<file path="config.mk">
export PLATFORM = sky130hd
export DESIGN_NAME = intc_regs
export DESIGN_NICKNAME = d
export VERILOG_FILES = /design/src/rtl/intc_regs_pkg.sv /design/src/rtl/intc_regs.sv
export SDC_FILE = /design/constraint.sdc
export NUM_CORES = 1
export LEC_CHECK = 0
export BUFFER_PORTS_ARGS = -buffer_cell sky130_fd_sc_hd__buf_2
export CORE_UTILIZATION = 25
export CTS_CLUSTER_SIZE = 10
export DETAILED_ROUTE_END_ITERATION = 7
export PLACE_DENSITY = 0.46
export SLEW_MARGIN = 40
export SYNTH_ARGS = -nofsm -noshare
export SYNTH_HDL_FRONTEND = slang
export SYNTH_SLANG_ARGS = --single-unit
</file>
<file path="constraint.sdc">
create_clock -name clock_i -period 83.5 [get_ports clock_i]
set_input_delay 16.7 -clock clock_i [delete_from_list [all_inputs] [get_ports clock_i]]
set_output_delay 16.7 -clock clock_i [all_outputs]
set_load 0.05 [all_outputs]
</file>
<file path="src/rtl/intc_regs_pkg.sv">
// constants of the interrupt priority and sense register block
package intc_regs_pkg;
   // ***********************************************************
   // register bus
   // ***********************************************************
   localparam int ADDR_W = 4;
   localparam int DATA_W = 16;
   localparam logic [3:0] ADDR_PRIO_A = 4'h0;
   localparam logic [3:0] ADDR_PRIO_L = 4'hb;
   localparam logic [3:0] ADDR_CTRL   = 4'hc;
   localparam logic [3:0] ADDR_STATUS = 4'hd;
   // ***********************************************************
   // field layout
   // ***********************************************************
   localparam int NUM_PRIO     = 12;
   localparam int FIELD_W      = 4;
   localparam int FIELDS_PER   = 4;
   localparam int NUM_FIELDS   = 48;
   localparam int NUM_IRQ      = 8;
   localparam int NUM_PERIPH   = 40;
   localparam int NUM_SHARED   = 4;
   localparam int SRC_W        = 7;
   localparam int SHARED_FIELD [NUM_SHARED] = '{8, 9, 37, 38};
   localparam int CTRL_NMI_LEVEL_BIT = 15;
   localparam int CTRL_NMI_EDGE_BIT  = 8;
   // ***********************************************************
   // reset values
   // ***********************************************************
   localparam logic [15:0] PRIO_RESET  = 16'h0000;
   localparam logic [7:0]  SENSE_RESET = 8'h00;
   localparam logic [7:0]  FLAG_RESET  = 8'h00;
   localparam logic        EDGE_RESET  = 1'b0;
endpackage

</file>
<file path="src/rtl/intc_regs.sv">
// interrupt priority, sense control and request flag registers with arbitration
// ***********************************************************
// ***********************************************************
module intc_regs (
   input  wire logic        clock_i,
   input  wire logic        rst_i,
   input  wire logic        hw_standby_i,
   input  wire logic [3:0]  addr_i,
   input  wire logic [15:0] wdata_i,
   input  wire logic        wr_i,
   input  wire logic        rd_i,
   output logic      [15:0] rdata_o,
   input  wire logic        nmi_pin_i,
   input  wire logic [7:0]  ext_request_n_i,
   input  wire logic [39:0] periph_req_i,
   input  wire logic [3:0]  periph_shared_req_i,
   input  wire logic [3:0]  cpu_mask_level_i,
   input  wire logic        cpu_ack_i,
   output logic             cpu_request_o,
   output logic      [3:0]  cpu_level_o,
   output logic      [6:0]  cpu_source_o,
   output logic             nmi_request_o,
   output logic             interrupt_accepted_out_n_o
);
   // ***********************************************************
   // state
   // ***********************************************************
   typedef struct packed {
      logic [7:0]        irq_m;
      logic [7:0]        irq_s;
      logic [7:0]        irq_p;
      logic              nmi_m;
      logic              nmi_s;
      logic              nmi_p;
      logic [11:0][15:0] prio;
      logic              nmi_edge;
      logic [7:0]        sense;
      logic [7:0]        flag;
      logic [7:0]        seen;
      logic [15:0]       rdata;
      logic              nmi_req;
      logic              req;
      logic [3:0]        lvl;
      logic [6:0]        src;
      logic              acc_n;
   } state_t;

   state_t s_q;
   state_t s_d;

   // ***********************************************************
   // next state
   // ***********************************************************
   always_comb begin
      logic [7:0]  view;
      logic [7:0]  fall;
      logic [7:0]  clr;
      logic [7:0]  pend;
      logic [15:0] ctrl;
      logic        valid;
      logic        p;
      logic [3:0]  best;
      logic [3:0]  lv;
      logic [6:0]  bsrc;
      int          b;
      view  = '0;
      fall  = '0;
      clr   = '0;
      pend  = '0;
      ctrl  = '0;
      valid = 1'b0;
      p     = 1'b0;
      best  = '0;
      lv    = '0;
      bsrc  = '0;
      b     = 0;
      s_d   = s_q;
      // two-stage pin synchronisers
      s_d.irq_m = ext_request_n_i;
      s_d.irq_s = s_q.irq_m;
      s_d.irq_p = s_q.irq_s;
      s_d.nmi_m = nmi_pin_i;
      s_d.nmi_s = s_q.nmi_m;
      s_d.nmi_p = s_q.nmi_s;
      // nonmaskable edge detect
      if (s_q.nmi_edge) begin
         s_d.nmi_req = s_q.nmi_s & ~s_q.nmi_p;
      end else begin
         s_d.nmi_req = s_q.nmi_p & ~s_q.nmi_s;
      end
      // per input view, bit 7 is input 0
      for (int n = 0; n < intc_regs_pkg::NUM_IRQ; n++) begin
         b = 7 - n;
         fall[b] = s_q.irq_p[n] & ~s_q.irq_s[n] & s_q.sense[b];
         if (s_q.sense[b]) begin
            view[b] = s_q.flag[b];
         end else begin
            view[b] = ~s_q.irq_s[n];
         end
         pend[n] = view[b];
      end
      ctrl[intc_regs_pkg::CTRL_NMI_LEVEL_BIT] = s_q.nmi_s;
      ctrl[intc_regs_pkg::CTRL_NMI_EDGE_BIT]  = s_q.nmi_edge;
      ctrl[7:0] = s_q.sense;
      // register writes
      if (wr_i) begin
         if (addr_i <= intc_regs_pkg::ADDR_PRIO_L) begin
            s_d.prio[addr_i] = wdata_i;
         end else if (addr_i == intc_regs_pkg::ADDR_CTRL) begin
            s_d.nmi_edge = wdata_i[intc_regs_pkg::CTRL_NMI_EDGE_BIT];
            s_d.sense    = wdata_i[7:0];
         end else if (addr_i == intc_regs_pkg::ADDR_STATUS) begin
            clr = s_q.seen & s_q.sense & ~wdata_i[7:0];
         end
      end
      // register reads, data in the next cycle only
      s_d.rdata = '0;
      if (rd_i) begin
         if (addr_i <= intc_regs_pkg::ADDR_PRIO_L) begin
            s_d.rdata = s_q.prio[addr_i];
         end else if (addr_i == intc_regs_pkg::ADDR_CTRL) begin
            s_d.rdata = ctrl;
         end else if (addr_i == intc_regs_pkg::ADDR_STATUS) begin
            s_d.rdata = {8'h00, view};
            s_d.seen  = s_q.seen | (view & s_q.sense);
         end
      end
      // exception processing of an edge input
      if (cpu_ack_i && s_q.req && !s_q.src[0] && s_q.src[6:1] < 6'd8) begin
         b = 7 - int'(s_q.src[6:1]);
         clr[b] = clr[b] | s_q.sense[b];
      end
      // set wins over clear
      s_d.flag = ((s_q.flag & ~clr) | fall) & s_q.sense;
      s_d.seen = s_d.seen & s_d.flag;
      // arbitration over fields in default order
      for (int f = 0; f < intc_regs_pkg::NUM_FIELDS; f++) begin
         lv = s_q.prio[f / 4][15 - 4 * (f % 4) -: 4];
         for (int k = 0; k < 2; k++) begin
            p = 1'b0;
            if (k == 0) begin
               if (f < intc_regs_pkg::NUM_IRQ) begin
                  p = pend[f];
               end else begin
                  p = periph_req_i[f - intc_regs_pkg::NUM_IRQ];
               end
            end else begin
               for (int j = 0; j < intc_regs_pkg::NUM_SHARED; j++) begin
                  if (intc_regs_pkg::SHARED_FIELD[j] == f) begin
                     p = periph_shared_req_i[j];
                  end
               end
            end
            // strictly greater only, so earlier sources win ties
            if (p && (!valid || lv > best)) begin
               valid = 1'b1;
               best  = lv;
               bsrc  = 7'(2 * f + k);
            end
         end
      end
      s_d.req   = valid && (best > cpu_mask_level_i);
      s_d.lvl   = s_d.req ? best : 4'h0;
      s_d.src   = s_d.req ? bsrc : 7'h00;
      s_d.acc_n = ~s_d.req;
      // hardware standby clears prio, nmi_edge, sense, flag and seen like reset
      if (hw_standby_i) begin
         s_d.prio     = {intc_regs_pkg::NUM_PRIO{intc_regs_pkg::PRIO_RESET}};
         s_d.nmi_edge = intc_regs_pkg::EDGE_RESET;
         s_d.sense    = intc_regs_pkg::SENSE_RESET;
         s_d.flag     = intc_regs_pkg::FLAG_RESET;
         s_d.seen     = '0;
      end
   end

   // ***********************************************************
   // registers
   // ***********************************************************
   always_ff @(posedge clock_i or posedge rst_i) begin
      if (rst_i) begin
         s_q       <= '0;
         s_q.acc_n <= 1'b1;
      end else begin
         s_q <= s_d;
      end
   end

   assign rdata_o                    = s_q.rdata;
   assign cpu_request_o              = s_q.req;
   assign cpu_level_o                = s_q.lvl;
   assign cpu_source_o               = s_q.src;
   assign nmi_request_o              = s_q.nmi_req;
   assign interrupt_accepted_out_n_o = s_q.acc_n;
endmodule

</file>
# ---- Word level (Yosys, flattened, before mapping)
# Cells that the tools add are included.
dict set report classes {
  addsub 1
  n_lt_le_gt_ge 58
  n_eq_ne 3
  muxes 196
  bitwise 40
  n_reduce_logical 165
}
# op n
set ops {}
lappend ops {{$mux 7} 51}
lappend ops {{$mux 217} 1}
lappend ops {{$mux 4} 53}
lappend ops {{$gt 4x4->1} 52}
lappend ops {{$mux 201} 1}
lappend ops {{$bwmux 192} 1}
lappend ops {{$mux 192} 1}
lappend ops {{$mux 1} 66}
lappend ops {{$bmux 16 s4} 1}
lappend ops {{$demux 16 s4} 1}
lappend ops {{$mux 16} 4}
lappend ops {{$logic_and 1x1->1} 57}
lappend ops {{$mux 8} 7}
lappend ops {{$logic_not 1->1} 52}
lappend ops {{$logic_or 1x1->1} 51}
lappend ops {{$and 8x8->8} 6}
lappend ops {{$mux 24} 2}
lappend ops {{$and 1x1->1} 18}
lappend ops {{$mux 9} 2}
lappend ops {{$not 8->8} 2}
lappend ops {{$or 8x8->8} 2}
lappend ops {{$not 1->1} 11}
lappend ops {{$bwmux 8} 1}
lappend ops {{$eq 4x4->1 const B} 2}
lappend ops {{other kinds (15)} 18}
dict set report word_totals {
  reg_bits 274
  inputBits 83
  elab_cells 491
}

# ---- Logic depth before layout (Yosys ltp)
dict set report depth {
  word_depth 210
  mapped_depth 459
  ltp_nobuf 447
}

# ---- Worst setup path after synthesis
# Ideal clock, no wire load.
dict set report synth_timing {
  kind {input -> register}
  start {in periph_req_i[0]}
  end {reg s_q, in the netlist cpu_source_o[0]}
  arrival_ns 82.994
  setup_slack_ns 0.387
  stages 379
  path_cell_list {o211ai_1 mux2i_1 ha_1 nor2b_1 o21a_1 nand2_1 o22ai_1 a311oi_1 o31a_1 o311ai_0 o21a_1 o21ai_0 mux2i_1 inv_1 ha_1 a21oi_1 a21oi_1 o21ai_0 [343 not listed] o221ai_2 a21boi_1 ha_1 nor2b_1 o21ai_0 nand2b_1 a21oi_1 a41oi_1 o21ai_1 a21boi_0 a21oi_1 ha_1 nor2b_1 o21a_1 o21a_1 o221ai_1 nor3_1 and3_1}
}
# item line
set synth_lines {}
lappend synth_lines {{start: declaration} intc_regs.sv:15} ;# input wire logic [39:0] periph_req_i,
lappend synth_lines {{end: declaration} intc_regs.sv:48} ;# state_t s_q;

==> reports/metrics.cfg <==
[routing]
initialDrtViolationCount=2055
ant_nets=0
wl_microns=95100
drc=0
vias=23600
via_per_inst=5.24
post_drt_wl_per_cell_microns=21.1
first_pass_iters=7

[synth]
synth_ff_type=dfrtp_1
synth_nets=3247
synth_area_leaders=dfrtp_1 (28%), nand2_1 (9.3%), ha_1 (8.5%), a21oi_1 (7.2%), mux4_2 (5.3%)
synth_edf_count=0
ys_async_sr_fraction_pct=100
ys_warn_count=0
ys_ff_latch=274
synth_area_leader_cell=dfrtp_1
synth.distinct_cells=108
synth.avg_cell_area_sq_um=8.00
ys_seq_area_share_pct=28.6
syn-cell-area_sq_um=24000
synth_top_area_share_pct=28.5
syn_inst=3000

[finish]
stdcell_count=4504
synthToLayoutAreaGrowth_pct=23.5
layout_common_cells=nand2_1 (583), a21oi_1 (316), dfrtp_1 (273)
final_common_cell=nand2_1
fillers=10100
nets=3470
drive_gt1_share_pct=23.1

[worst_hold_path]
hold_path.class=flip-flop to flip-flop

[timing]
slew_viol_final=0
finalCritPeriodShare_pct=95.7
layout_setup_ws_ns=3.62
worst_pin_slew_ns=0.827
fin_crit_ns=79.88
fmax_ghz=0.0125
hold_viol_final=0
final.setup_skew_ns=0.0239
tns_ns=0
setup_violations=0
slew_headroom_pct=44.3

[setup_path]
crit_path_end_kind=flip-flop
slowest_delay_ns=0.49
r2r_setup_slack_ns=7.56
worst_path_most_repeated_cell=ha_1
crit_fanout=8
crit_type=input pin to flip-flop
crit_end=cpu_source_o[0]$_DFF_PP0_
cp-start-kind=input pin
setup.worst_path.start=periph_req_i[0]
r2r_cells=426
worstPathArrival_ns=80.32
critPathRequiredTime_ns=83.94
slowest_stage=or4b_4
timing.rr.end=cpu_source_o[0]$_DFF_PP0_
reg2reg_from=s_q[53]$_DFFE_PP0P_

[grt]
met1_usage_pct=26.0
busiest_layer=met2
grt_usage_pct=18.6
antenna_found_initial=4
gr-total-overflow=0
met3_usage_pct=3.13
grt_pass1_wl_microns=140000
grt_max_degree=99
grt_pass1_vias=22000
grtUsageMet2_pct=29.7

[placement]
gp_congestion=0.861
dp_hpwl_microns=71000
place_inst=4381
pre_cts_ws_ns=-1.00
port_buffers=112

[die]
ioPinCount=113
fp.coreArea_sq_um=95000
design.die.area_sq_um=97300
rows=113
die_width_microns=312
start_util_pct=25.3
die_h_microns=312

[clock_tree]
cts_max_level=2
clock_sinks=274
cts_buffer_depth=3
clock_tree.root_cell=clkbuf_16
cts_buffers=34
hold_buffers=0
clock_latency_ns=0.56
clk_pin_slew_ns=0.06
cts_tree=done

[outcome]
status=finished clean

[run]
drv_cap=0

[layer usage]
metal / share of wire (%) / vias to the layer above
met3: 5.9 / 111
met1: 46 / 11500
met5: 0.042 / -
met2: 46 / 664
li1: - / 11300
met4: 2.3 / 6
[cells in the mapped netlist (all sizes together) (8+ instances only)]
cell type  count
mux2i         57
ha           164
nor3          40
o31a           9
a211o          8
clkbuf        98
nor3b         18
nand2b        46
a211oi        19
a31o           8
or3           10
nand3         78
buf           45
mux2          29
o2111ai        9
a311oi        10
nor2b         64
nor2         133
maj3          10
o311a         14
a21o          25
a22oi         12
nand2        594
o211a         13
a21oi        344
and3          21
and2          62
o21ai        169
inv          195
o22ai         21
o311ai        16
o211ai        23
o31ai         30
mux4          57
or2           24
o21a          39
dfrtp        273
nand4         11
a221o          9
nor4          11
o221ai        12
nand3b        10
a21boi        18
a31oi         44
[logic make-up after synthesis]
family | count (synthesis) | synth area share (%)
AO/OA/AOI/OAI | 925 | 25.5
adder cells (fa/ha/maj) | 174 | 8.96
buffers and inverters | 338 | 5.73
flip-flops | 274 | 28.6
multiplexers | 143 | 9.08
AND/OR/NAND/NOR | 1146 | 22.2
[state kept, by name (all words and copies together) (netlist names)]
name	cells
rdata_o	16
nmi_request_o	1
s_q	226
cpu_request_o	1
s_d	18
cpu_level_o	4
cpu_source_o	7
interrupt_accepted_out_n_o	1
[repair_timing]
| action | 4_1_cts | 5_1_grt |
|---|---|---|
| setup buffers | 1 | 69 |
| cloned | 0 | 1 |
| endpoints found under the hold margin | 0 | 0 |
| gates resized for setup | 18 | 291 |
| setup endpoints to repair | 13 | 13 |
| pin swaps | 1 | 140 |
[worst min path at each step]
stage                        from                  to  slack [ns]  cells after the start
3_5_place_dp   s_d[258]$_DFF_PP0_  s_d[250]$_DFF_PP0_        0.33                      0
2_1_floorplan  s_d[248]$_DFF_PP0_  s_d[247]$_DFF_PP0_        0.33                      0
3_3_place_gp   s_d[248]$_DFF_PP0_  s_d[247]$_DFF_PP0_        0.33                      0
5_1_grt        s_d[258]$_DFF_PP0_  s_d[250]$_DFF_PP0_        0.35                      0
6_report       s_d[259]$_DFF_PP0_  s_d[251]$_DFF_PP0_        0.35                      0
4_1_cts        s_d[258]$_DFF_PP0_  s_d[250]$_DFF_PP0_        0.34                      0
[layout make-up]
| class | count | area [sq um] | area share, % |
|---|---|---|---|
| flip-flops and latches | 274 | 6860 | 23.1 |
| well taps | 1265 | 1580 | 5.34 |
| diodes | 1 | 2.50 | 0.00844 |
| clock inverters | 5 | 72.6 | 0.245 |
| repair buffers | 330 | 2250 | 7.59 |
| inverters | 195 | 739 | 2.49 |
| multi-input cells | 2388 | 17200 | 58.0 |
| clock buffers | 46 | 937 | 3.16 |
[stage by stage]
| stage | hold slack (ns) | utilization, % | cell area [sq um] |
|---|---|---|---|
| final | 0.346 | 31.2 | 29600 |
| after global routing | 0.349 | 31.2 | 29600 |
| after CTS | 0.344 | 29.2 | 27700 |
| after detailed placement | 0.335 | 28.1 | 26700 |
| after global placement | 0.333 | 28.0 | 26600 |
| after floorplan | 0.331 | - | 24000 |
[critical path, delay by kind of cell]
kind | cells | cell delay [ns]
AND/OR/NAND/NOR | 82 | 9.88
buffers and inverters | 38 | 4.70
AO/OA/AOI/OAI | 191 | 30.72
adder cells (fa/ha/maj) | 53 | 14.97
multiplexers | 12 | 3.24
Power is left out: the tool's default activity adds up to more than one toggle a clock period on the data nets, which glitch-free logic cannot reach.
